### config.mk
export PLATFORM = sky130hd
export DESIGN_NAME = chain_node_end_flat
export DESIGN_NICKNAME = d
export VERILOG_FILES = /design/src/chain_pkg.sv /design/src/chain_link_if.sv /design/src/chain_node_end.sv /design/src/flat_wrapper.sv
export SDC_FILE = /design/constraint.sdc
export NUM_CORES = 1
export LEC_CHECK = 0
export BUFFER_PORTS_ARGS = -buffer_cell sky130_fd_sc_hd__buf_2
export CAP_MARGIN = 20
export CORE_MARGIN = 2
export CORE_UTILIZATION = 56
export CTS_CLUSTER_DIAMETER = 200
export DETAILED_ROUTE_END_ITERATION = 6
export HOLD_SLACK_MARGIN = 0.05
export PLACE_DENSITY = 0.8
export SLEW_MARGIN = 20
export SYNTH_ARGS = -nofsm -noshare
export SYNTH_HDL_FRONTEND = slang
export SYNTH_SLANG_ARGS = --single-unit
### constraint.sdc
create_clock -name ref_clk -period 4.2 [get_ports ref_clk]
set_clock_uncertainty 0.1 [all_clocks]
set_input_delay 0.63 -clock ref_clk [delete_from_list [all_inputs] [get_ports ref_clk]]
set_output_delay 0.63 -clock ref_clk [all_outputs]
set_load 0.005 [all_outputs]
### src/chain_pkg.sv
package chain_pkg;
   // ---------------------------------------------------------------
   // Frame header fields
   // ---------------------------------------------------------------
   localparam int HDR_CMD_BIT = 7;
   localparam int HDR_TYPE_MSB = 6;
   localparam int HDR_TYPE_LSB = 4;
   localparam int HDR_SIZE_MSB = 2;
   localparam logic [2:0] TYPE_SINGLE_READ = 3'h0;
   localparam logic [2:0] TYPE_SINGLE_WRITE = 3'h1;
   localparam logic [2:0] TYPE_STACK_READ = 3'h2;
   localparam logic [2:0] TYPE_STACK_WRITE = 3'h3;
   localparam logic [2:0] TYPE_BCAST_READ = 3'h4;
   localparam logic [2:0] TYPE_BCAST_WRITE = 3'h5;
   localparam logic [2:0] TYPE_REVERSE_WRITE = 3'h6;
   localparam logic [2:0] READ_SIZE = 3'h0;
   // ---------------------------------------------------------------
   // Frame lengths and CRC
   // ---------------------------------------------------------------
   localparam logic [7:0] PROTO_LAST = 8'h06;
   localparam logic [3:0] MAX_WRITE_BYTES = 4'h8;
   localparam logic [15:0] CRC_INIT = 16'hffff;
   localparam logic [15:0] CRC_POLY_REFL = 16'ha001;
   // ---------------------------------------------------------------
   // Protected key register groups
   // ---------------------------------------------------------------
   localparam logic [15:0] KEY_ONE_BASE = 16'h0100;
   localparam logic [15:0] KEY_TWO_BASE = 16'h0110;
   localparam logic [15:0] KEY_LAST_OFS = 16'h0003;

   function automatic logic [15:0] crc_step(input logic [15:0] crc, input logic [7:0] b);
      logic [15:0] c;
      c = crc ^ {8'h00, b};
      for (int i = 0; i < 8; i++)
      begin
         c = c[0] ? ((c >> 1) ^ CRC_POLY_REFL) : (c >> 1);
      end
      return c;
   endfunction : crc_step

   function automatic logic has_node(input logic [2:0] t);
      return (t == TYPE_SINGLE_READ) || (t == TYPE_SINGLE_WRITE);
   endfunction : has_node

   function automatic logic is_read(input logic [2:0] t);
      return (t == TYPE_SINGLE_READ) || (t == TYPE_STACK_READ) || (t == TYPE_BCAST_READ);
   endfunction : is_read

   function automatic logic key_inside(input logic [15:0] a, input logic [15:0] base);
      return (a >= base) && (a <= base + KEY_LAST_OFS);
   endfunction : key_inside

   function automatic logic key_cover(input logic [15:0] first, input logic [15:0] last,
                                      input logic [15:0] base);
      return (first <= base) && (last >= base + KEY_LAST_OFS);
   endfunction : key_cover
endpackage : chain_pkg

### src/chain_link_if.sv
`timescale 1ns/1ps
interface chain_link_if;
   logic cmd_valid;
   logic [7:0] cmd_data;
   logic rsp_valid;
   logic [7:0] rsp_data;
   modport node (input cmd_valid, input cmd_data, output rsp_valid, output rsp_data);
   modport host (output cmd_valid, output cmd_data, input rsp_valid, input rsp_data);
endinterface : chain_link_if

### src/chain_node_end.sv
`timescale 1ns/1ps
// Contract
// - Single read: header 0x80, node, reg, count, CRC
// - Count byte holds registers minus one
// - Read headers carry size field zero
// - Read response returns count plus one bytes from start
// - Single write updates one to eight registers
// - Write size field holds bytes minus one
// - Key groups change only when written whole
// - Response: header, node, start, data, CRC high first
// - Response is six bytes longer than payload
// - Stack read answered by stack nodes only
// - Node waits for node above, then appends
// - Bad upstream CRC: no append, raise fault
// - Responses arrive highest node first
// - Stack read is ignored by non-stack nodes
// - Broadcast and reverse writes carry no node byte
// - Stack read header 0xA0, no node byte
// - Commands with bad CRC are not executed
// - At most one response per command
// - Broadcast read answered by every node
module chain_node_end (
   input wire logic ref_clk,
   input wire logic rst_n,
   chain_link_if.node link,
   input wire logic [7:0] node_id,
   input wire logic is_stack,
   input wire logic is_top,
   input wire logic up_valid,
   input wire logic [7:0] up_data,
   output logic [15:0] reg_rd_addr,
   input wire logic [7:0] reg_rdata,
   output logic reg_wr_en,
   output logic [15:0] reg_wr_addr,
   output logic [7:0] reg_wr_data,
   output logic cmd_crc_err,
   output logic up_crc_err
);
   import chain_pkg::*;

   typedef enum logic [1:0] {ST_RX, ST_APPLY, ST_WAIT_UP, ST_SEND} node_state_t;

   // ---------------------------------------------------------------
   // Upstream frame checker
   // ---------------------------------------------------------------
   logic [7:0] up_idx_ff, nxt_up_idx;
   logic [7:0] up_last_ff, nxt_up_last;
   logic [15:0] up_crc_ff, nxt_up_crc;
   logic [7:0] up_hi_ff, nxt_up_hi;
   logic up_done;
   logic up_ok;

   always_comb
   begin
      nxt_up_idx = up_idx_ff;
      nxt_up_last = up_last_ff;
      nxt_up_crc = up_crc_ff;
      nxt_up_hi = up_hi_ff;
      up_done = 1'b0;
      up_ok = ({up_hi_ff, up_data} == up_crc_ff);
      if (up_valid)
      begin
         nxt_up_idx = up_idx_ff + 8'h01;
         if (up_idx_ff == 8'h00)
         begin
            nxt_up_last = {1'b0, up_data[6:0]} + PROTO_LAST;
            nxt_up_crc = crc_step(CRC_INIT, up_data);
         end
         else if (up_idx_ff == up_last_ff)
         begin
            up_done = 1'b1;
            nxt_up_idx = 8'h00;
         end
         else if (up_idx_ff == up_last_ff - 8'h01)
         begin
            nxt_up_hi = up_data;
         end
         else
         begin
            nxt_up_crc = crc_step(up_crc_ff, up_data);
         end
      end
   end

   always_ff @(posedge ref_clk)
   begin
      if (!rst_n)
      begin
         up_idx_ff <= 8'h00;
         up_last_ff <= 8'h00;
         up_crc_ff <= CRC_INIT;
         up_hi_ff <= 8'h00;
      end
      else
      begin
         up_idx_ff <= nxt_up_idx;
         up_last_ff <= nxt_up_last;
         up_crc_ff <= nxt_up_crc;
         up_hi_ff <= nxt_up_hi;
      end
   end

   // ---------------------------------------------------------------
   // Command intake, execution and response
   // ---------------------------------------------------------------
   node_state_t state_ff, nxt_state;
   logic [7:0] idx_ff, nxt_idx;
   logic [7:0] hdr_ff, nxt_hdr;
   logic [7:0] dst_ff, nxt_dst;
   logic [15:0] reg_ff, nxt_reg;
   logic [7:0] cnt_ff, nxt_cnt;
   logic [7:0] data_ff [MAX_WRITE_BYTES], nxt_data [MAX_WRITE_BYTES];
   logic [15:0] crc_ff, nxt_crc;
   logic [7:0] crc_hi_ff, nxt_crc_hi;
   logic [15:0] rd_addr_ff, nxt_rd_addr;
   logic wr_en_ff, nxt_wr_en;
   logic [15:0] wr_addr_ff, nxt_wr_addr;
   logic [7:0] wr_data_ff, nxt_wr_data;
   logic rsp_valid_ff, nxt_rsp_valid;
   logic [7:0] rsp_data_ff, nxt_rsp_data;
   logic cmd_err_ff, nxt_cmd_err;
   logic up_err_ff, nxt_up_err;
   logic [2:0] ftype;
   logic [7:0] nofs;
   logic [7:0] rel;
   logic [3:0] nd;
   logic [7:0] rd_n;
   logic [15:0] wa;
   logic [15:0] last_a;
   logic [7:0] tb;
   logic mine_wr;
   logic mine_rd;
   logic blocked;

   always_comb
   begin
      ftype = hdr_ff[HDR_TYPE_MSB:HDR_TYPE_LSB];
      nofs = {7'h00, has_node(ftype)};
      rel = idx_ff - nofs;
      nd = is_read(ftype) ? 4'h1 : ({1'b0, hdr_ff[HDR_SIZE_MSB:0]} + 4'h1);
      rd_n = {1'b0, cnt_ff[6:0]} + 8'h01;
      wa = reg_ff + {8'h00, idx_ff};
      last_a = reg_ff + {12'h000, nd - 4'h1};
      blocked = (key_inside(wa, KEY_ONE_BASE) && !key_cover(reg_ff, last_a, KEY_ONE_BASE)) ||
                (key_inside(wa, KEY_TWO_BASE) && !key_cover(reg_ff, last_a, KEY_TWO_BASE));
      mine_wr = ((ftype == TYPE_SINGLE_WRITE) && (dst_ff == node_id)) ||
                ((ftype == TYPE_STACK_WRITE) && is_stack) ||
                (ftype == TYPE_BCAST_WRITE) || (ftype == TYPE_REVERSE_WRITE);
      mine_rd = ((ftype == TYPE_SINGLE_READ) && (dst_ff == node_id)) ||
                ((ftype == TYPE_STACK_READ) && is_stack) ||
                (ftype == TYPE_BCAST_READ);
      tb = 8'h00;
      nxt_state = state_ff;
      nxt_idx = idx_ff;
      nxt_hdr = hdr_ff;
      nxt_dst = dst_ff;
      nxt_reg = reg_ff;
      nxt_cnt = cnt_ff;
      nxt_data = data_ff;
      nxt_crc = crc_ff;
      nxt_crc_hi = crc_hi_ff;
      nxt_rd_addr = rd_addr_ff;
      nxt_wr_en = 1'b0;
      nxt_wr_addr = wr_addr_ff;
      nxt_wr_data = wr_data_ff;
      nxt_rsp_valid = up_valid;
      nxt_rsp_data = up_data;
      nxt_cmd_err = 1'b0;
      nxt_up_err = 1'b0;
      unique case (state_ff)
         ST_RX:
         begin
            if (link.cmd_valid)
            begin
               nxt_idx = idx_ff + 8'h01;
               if (idx_ff == 8'h00)
               begin
                  // Stray bytes without the command bit are dropped to regain sync
                  nxt_idx = link.cmd_data[HDR_CMD_BIT] ? 8'h01 : 8'h00;
                  nxt_hdr = link.cmd_data;
                  nxt_crc = crc_step(CRC_INIT, link.cmd_data);
               end
               else if (rel == {4'h0, nd} + 8'h04)
               begin
                  nxt_idx = 8'h00;
                  if ({crc_hi_ff, link.cmd_data} != crc_ff)
                  begin
                     nxt_cmd_err = 1'b1;
                  end
                  else if (!is_read(ftype) && mine_wr)
                  begin
                     nxt_state = ST_APPLY;
                  end
                  else if (is_read(ftype) && mine_rd)
                  begin
                     // Single reads have nobody above to wait for
                     nxt_state = (has_node(ftype) || is_top) ? ST_SEND : ST_WAIT_UP;
                     nxt_crc = CRC_INIT;
                     nxt_rd_addr = reg_ff;
                  end
               end
               else if (rel == {4'h0, nd} + 8'h03)
               begin
                  nxt_crc_hi = link.cmd_data;
               end
               else
               begin
                  nxt_crc = crc_step(crc_ff, link.cmd_data);
                  if (rel == 8'h00)
                  begin
                     nxt_dst = link.cmd_data;
                  end
                  else if (rel == 8'h01)
                  begin
                     nxt_reg[15:8] = link.cmd_data;
                  end
                  else if (rel == 8'h02)
                  begin
                     nxt_reg[7:0] = link.cmd_data;
                  end
                  else
                  begin
                     nxt_cnt = link.cmd_data;
                     nxt_data[3'(rel - 8'h03)] = link.cmd_data;
                  end
               end
            end
         end
         ST_APPLY:
         begin
            nxt_wr_en = !blocked;
            nxt_wr_addr = wa;
            nxt_wr_data = data_ff[3'(idx_ff)];
            nxt_idx = idx_ff + 8'h01;
            if (idx_ff == {4'h0, nd - 4'h1})
            begin
               nxt_idx = 8'h00;
               nxt_state = ST_RX;
            end
         end
         ST_WAIT_UP:
         begin
            if (up_done)
            begin
               nxt_state = up_ok ? ST_SEND : ST_RX;
               nxt_up_err = !up_ok;
            end
         end
         ST_SEND:
         begin
            // Upstream is silent here: the node above has already finished
            nxt_idx = idx_ff + 8'h01;
            if (idx_ff == 8'h00)
            begin
               tb = {1'b0, cnt_ff[6:0]};
            end
            else if (idx_ff == 8'h01)
            begin
               tb = node_id;
            end
            else if (idx_ff == 8'h02)
            begin
               tb = reg_ff[15:8];
            end
            else if (idx_ff == 8'h03)
            begin
               tb = reg_ff[7:0];
            end
            else if (idx_ff < rd_n + 8'h04)
            begin
               tb = reg_rdata;
               nxt_rd_addr = rd_addr_ff + 16'h0001;
            end
            else if (idx_ff == rd_n + 8'h04)
            begin
               tb = crc_ff[15:8];
            end
            else
            begin
               tb = crc_ff[7:0];
               nxt_idx = 8'h00;
               nxt_state = ST_RX;
            end
            if (idx_ff < rd_n + 8'h04)
            begin
               nxt_crc = crc_step(crc_ff, tb);
            end
            nxt_rsp_valid = 1'b1;
            nxt_rsp_data = tb;
         end
      endcase
   end

   always_ff @(posedge ref_clk)
   begin
      if (!rst_n)
      begin
         state_ff <= ST_RX;
         idx_ff <= 8'h00;
         hdr_ff <= 8'h00;
         dst_ff <= 8'h00;
         reg_ff <= 16'h0000;
         cnt_ff <= 8'h00;
         data_ff <= '{default: 8'h00};
         crc_ff <= CRC_INIT;
         crc_hi_ff <= 8'h00;
         rd_addr_ff <= 16'h0000;
         wr_en_ff <= 1'b0;
         wr_addr_ff <= 16'h0000;
         wr_data_ff <= 8'h00;
         rsp_valid_ff <= 1'b0;
         rsp_data_ff <= 8'h00;
         cmd_err_ff <= 1'b0;
         up_err_ff <= 1'b0;
      end
      else
      begin
         state_ff <= nxt_state;
         idx_ff <= nxt_idx;
         hdr_ff <= nxt_hdr;
         dst_ff <= nxt_dst;
         reg_ff <= nxt_reg;
         cnt_ff <= nxt_cnt;
         data_ff <= nxt_data;
         crc_ff <= nxt_crc;
         crc_hi_ff <= nxt_crc_hi;
         rd_addr_ff <= nxt_rd_addr;
         wr_en_ff <= nxt_wr_en;
         wr_addr_ff <= nxt_wr_addr;
         wr_data_ff <= nxt_wr_data;
         rsp_valid_ff <= nxt_rsp_valid;
         rsp_data_ff <= nxt_rsp_data;
         cmd_err_ff <= nxt_cmd_err;
         up_err_ff <= nxt_up_err;
      end
   end

   assign link.rsp_valid = rsp_valid_ff;
   assign link.rsp_data = rsp_data_ff;
   assign reg_rd_addr = rd_addr_ff;
   assign reg_wr_en = wr_en_ff;
   assign reg_wr_addr = wr_addr_ff;
   assign reg_wr_data = wr_data_ff;
   assign cmd_crc_err = cmd_err_ff;
   assign up_crc_err = up_err_ff;
endmodule : chain_node_end

### src/flat_wrapper.sv
// flat-port wrapper written by rule: the top's interface ports become plain ports
module chain_node_end_flat import chain_pkg::*;
  (ref_clk, rst_n, node_id, is_stack, is_top, up_valid, up_data, reg_rd_addr, reg_rdata, reg_wr_en, reg_wr_addr, reg_wr_data, cmd_crc_err, up_crc_err, link_cmd_valid, link_cmd_data, link_rsp_valid, link_rsp_data);
  chain_link_if link_i ();
  input wire logic ref_clk;
  input wire logic rst_n;
  input wire logic [7:0] node_id;
  input wire logic is_stack;
  input wire logic is_top;
  input wire logic up_valid;
  input wire logic [7:0] up_data;
  output logic [15:0] reg_rd_addr;
  input wire logic [7:0] reg_rdata;
  output logic reg_wr_en;
  output logic [15:0] reg_wr_addr;
  output logic [7:0] reg_wr_data;
  output logic cmd_crc_err;
  output logic up_crc_err;
  input wire logic [$bits(link_i.cmd_valid)-1:0] link_cmd_valid;
  input wire logic [$bits(link_i.cmd_data)-1:0] link_cmd_data;
  output wire logic [$bits(link_i.rsp_valid)-1:0] link_rsp_valid;
  output wire logic [$bits(link_i.rsp_data)-1:0] link_rsp_data;
  assign link_i.cmd_valid = link_cmd_valid;
  assign link_i.cmd_data = link_cmd_data;
  assign link_rsp_valid = link_i.rsp_valid;
  assign link_rsp_data = link_i.rsp_data;
  chain_node_end u_core (.ref_clk(ref_clk), .rst_n(rst_n), .link(link_i), .node_id(node_id), .is_stack(is_stack), .is_top(is_top), .up_valid(up_valid), .up_data(up_data), .reg_rd_addr(reg_rd_addr), .reg_rdata(reg_rdata), .reg_wr_en(reg_wr_en), .reg_wr_addr(reg_wr_addr), .reg_wr_data(reg_wr_data), .cmd_crc_err(cmd_crc_err), .up_crc_err(up_crc_err));
endmodule
==> flow_metrics.py <==
metrics = {
    "grt": {
        "antenna_found_initial": 3,
        "grt_max_degree": 90,
        "overflow": 0,
        "grt_pass1_wl_um": 62890,
        "grt_usage_pct": 29.47,
        "grt_pass1_vias": 11900,
    },
    "clock_network": {
        "cts_hold_buf": 0,
        "cts_root_buf": "clkbuf_16",
        "clkLatencyLatePin_ps": 540,
        "numCtsBuffers": 26,
        "h-tree-depth": 1,
        "cts_tree": "built",
        "cts_buffer_depth": 3,
        "path_clk_slew_ps": 60,
        "cts_sinks": 227,
    },
    "route": {
        "detail_route.vias_per_cell": 6.074,
        "first_iter_violations": 1332,
        "via_count": 12660,
        "wl_per_cell_um": 18.98,
        "drc_errors": 0,
        "wirelength_um": 39550,
        "ant_nets": 0,
        "drt_pre_antenna_iters": 6,
    },
    "setup_path": {
        "timing.rr.end": "u_core.crc_ff[15]$_SDFFE_PN1P_",
        "r2r-start": "u_core.cnt_ff[2]$_SDFFE_PN0P_",
        "arrival_ps": 4470,
        "cp.required_ps": 4530,
        "rr_worst_depth": 15,
        "end_kind": "flop",
        "critPathMaxFanout": 7,
        "reg2reg_slack_ps": 60,
        "start_kind": "flop",
        "crit_type": "reg2reg",
    },
    "synthesis": {
        "synth_cells": 1686,
        "ys_async_sr_fraction_pct": 0,
        "synth_cell_types": 92,
        "yosysWarnings": 0,
        "syn_nets": 1778,
        "synth.cell_area_um2": 14100,
        "ys_ff_latch": 227,
        "ys_seq_area_share_pct": 32.23,
        "ys.flop_type": "dfxtp_1",
        "synth_edf_count": 0,
        "avgSynthCellArea_um2": 8.363,
    },
    "cells_and_area": {
        "area_growth_pct": 12.45,
        "layout-drive-gt1-share_pct": 15.07,
        "final_cells": 2084,
        "num-nets-final": 1828,
        "final_util_pct": 63.51,
    },
    "place": {
        "dpl_worst_slack_ps": 87.20,
        "io_buffers": 89,
        "dpl.hpwl_um": 27640,
        "gp_congestion": 0.9319,
        "dp.cells": 2030,
    },
    "status": {
        "status": "completed",
    },
    "sta": {
        "rsz0062_at_grt": "true",
        "fin_setup_tns_ps": 0,
        "max-slew-margin-rel_pct": 32.17,
        "fin_ws_ps": 60.07,
        "hold_viol": 0,
        "setup_viol": 0,
        "worst_pin_slew_ps": 1015,
        "finalCriticalPeriod_ps": 4140,
        "clock.fmax_ghz": 0.2416,
        "drv_slew": 0,
        "fin_crit_sh_pct": 98.57,
    },
    "floorplanning": {
        "core_um2": 24960,
        "fp.dieH_um": 162.7,
        "die_area_um2": 26460,
        "core.rowCount": 58,
        "start_util_pct": 56.48,
        "die_x_um": 162.7,
        "ios": 90,
    },
    "run": {
        "cap_violations": 0,
    },
    "power": {
        "powerDensity_nw_per_um2": 385.9,
        "max-vdd-ir-drop_mv": 0.4342,
        "p_leak_nw": 6.381,
    },
    "min_path": {
        "hold_path_class": "in2reg",
        "hold_start": "up_data[1]",
        "hold_path_end": "u_core.up_last_ff[1]$_SDFFE_PN0P_",
        "hold_path_depth": 2,
    },
}
==> final cells by class <==
cell class                 count  area (um2)
antenna                        2       5.005
clock buffer                  39       780.7
clock inverter                 5       55.05
fill                        2137        9109
inverter                      44       167.7
multi-input combinational   1281        8924
sequential                   227        4546
tap                          330       412.9
timing repair buffer         156       964.7
==> how the worst max path moves through the flow <==
stage,cells past startpoint,endpoint,from
5_1_grt,15,u_core.crc_ff[15]$_SDFFE_PN1P_,u_core.cnt_ff[2]$_SDFFE_PN0P_
4_1_cts,14,u_core.crc_ff[15]$_SDFFE_PN1P_,u_core.cnt_ff[0]$_SDFFE_PN0P_
3_3_place_gp,14,u_core.reg_wr_en$_SDFF_PN0_,u_core.hdr_ff[0]$_SDFFE_PN0P_
3_5_place_dp,14,u_core.reg_wr_en$_SDFF_PN0_,u_core.hdr_ff[0]$_SDFFE_PN0P_
6_report,15,u_core.crc_ff[15]$_SDFFE_PN1P_,u_core.cnt_ff[2]$_SDFFE_PN0P_
2_1_floorplan,14,u_core.crc_ff[15]$_SDFFE_PN1P_,u_core.idx_ff[1]$_SDFFE_PN0P_
==> report_power, final <==
part           internal, mW  switching [mW]  total, mW
registers              2.25           0.113       2.36
logic                 0.666           0.862       1.53
clock network          1.33           0.899       2.23
==> per-layer routing <==
metal  wire length [um]  global-route usage (%)  vias to the layer above
met5                 13                       0                        -
met4               1397                   10.58                        2
met3               3138                   4.635                       97
met2              17790                   46.69                      552
met1              17210                   40.83                     5992
li1                   -                       -                     6015
==> worst max-delay path, cell delays in order (launching register included) <==
cell and delay, ps:
dfxtp_1 390, a21oi_1 330, nor2_1 90, xnor2_1 140, ha_1 310, nand4_2 160, nor2_4 170, buf_4 150
mux2_2 340, o21ai_1 140, a31oi_4 160, xnor3_1 370, xor3_2 460, xnor3_1 390, a21oi_1 60, a211o_1 280
==> sequential cells by signal, indices dropped and copies added (netlist names) <==
signal / cells
u_core.data_ff: 64
u_core.crc_ff: 16
u_core.reg_ff: 16
u_core.reg_rd_addr: 16
u_core.reg_wr_addr: 16
u_core.up_crc_ff: 16
u_core.crc_hi_ff: 8
u_core.dst_ff: 8
u_core.idx_ff: 8
u_core.link.rsp_data: 8
u_core.reg_wr_data: 8
u_core.up_hi_ff: 8
u_core.up_idx_ff: 8
u_core.up_last_ff: 8
u_core.cnt_ff: 7
u_core.hdr_ff: 6
u_core.state_ff: 2
u_core.cmd_crc_err: 1
u_core.link.rsp_valid: 1
u_core.reg_wr_en: 1
u_core.up_crc_err: 1
==> synthesized netlist by cell type, types with 9 or more instances <==
library cell / n / share of area, %
nor2_1: 234 / 6.2
dfxtp_1: 227 / 32
nand2_1: 147 / 3.9
mux2i_1: 119 / 8.4
xnor2_1: 108 / 6.7
clkbuf_1: 104 / 2.8
a21oi_1: 89 / 3.2
o21ai_0: 68 / 2.4
xor2_1: 60 / 3.7
ha_1: 52 / 4.6
inv_1: 42 / 1.1
nor3_1: 36 / 1.3
nand3_1: 31 / 1.1
a211oi_1: 24 / 1.3
nand4_1: 23 / 1.0
and3_1: 20 / 0.89
nor2b_1: 17 / 0.75
mux4_2: 16 / 2.6
buf_1: 14 / 0.37
buf_2: 14 / 0.50
a22oi_1: 13 / 0.69
a221oi_1: 12 / 0.75
a31oi_1: 12 / 0.53
a21o_1: 11 / 0.59
mux2_2: 10 / 0.80
nand3b_1: 9 / 0.48
nor3b_1: 9 / 0.48
o211ai_1: 9 / 0.48
==> metrics by stage <==
step / area [um2] / power (mW) / hold slack (ps)
3_3_place_gp: 14890 / 3.817 / 340.3
3_5_place_dp: 14890 / 3.856 / 347.9
4_1_cts: 15730 / 6.070 / 295.8
2_1_floorplan: 14100 / 3.494 / 343.4
5_1_grt: 15850 / 6.370 / 323.5
6_report: 15860 / 6.119 / 308.9
==> placed cells by master (no fill, tap or decap), types with 6 or more instances in the layout <==
master | synthesis | final
o21bai_1 | 7 | 7
a22oi_1 | 13 | 13
nand3b_1 | 9 | 9
nor4_1 | 8 | 8
mux4_2 | 16 | 16
xnor2_1 | 108 | 108
ha_1 | 52 | 48
nand2b_1 | 6 | 6
a21oi_1 | 89 | 87
inv_1 | 42 | 42
a211oi_1 | 24 | 24
o211ai_1 | 9 | 9
a221oi_1 | 12 | 11
o31ai_1 | 7 | 7
a31oi_1 | 12 | 12
nand4_1 | 23 | 23
a311oi_1 | 8 | 8
nor2_1 | 234 | 233
dfxtp_1 | 227 | 226
mux2_2 | 10 | 10
nand3_1 | 31 | 31
xor2_1 | 60 | 59
nand2_1 | 147 | 146
buf_2 | 14 | 89
clkbuf_8 | 0 | 6
a21o_1 | 11 | 11
buf_4 | 1 | 65
or2_0 | 8 | 7
and2_1 | 7 | 7
o221a_2 | 6 | 6
and3_1 | 20 | 20
o21ai_0 | 68 | 64
mux2i_1 | 119 | 119
nor2b_1 | 17 | 16
clkbuf_1 | 104 | 6
clkbuf_16 | 0 | 27
nor3_1 | 36 | 36
nor3b_1 | 9 | 9
==> repair_timing <==
action,4_1_cts,5_1_grt
setup endpoints to repair,0,9
hold endpoints to repair,0,0
resized for setup,0,20
buffers inserted,0,8
==> cells by family (layout without fill, tap and decap cells) <==
kind of cell | count (synthesis) | in the layout | synth area share (%)
other | 0 | 2 | 0
AOI/OAI and AO/OA | 317 | 317 | 15.01
and+or+nand+nor | 593 | 593 | 20.12
buffers and inverters | 178 | 244 | 4.943
DFF | 227 | 227 | 32.23
muxes | 145 | 145 | 11.80
xor gates and xnor gates | 171 | 171 | 10.93
adders and majority gates | 55 | 55 | 4.969
(Power assumes the default switching activity.)
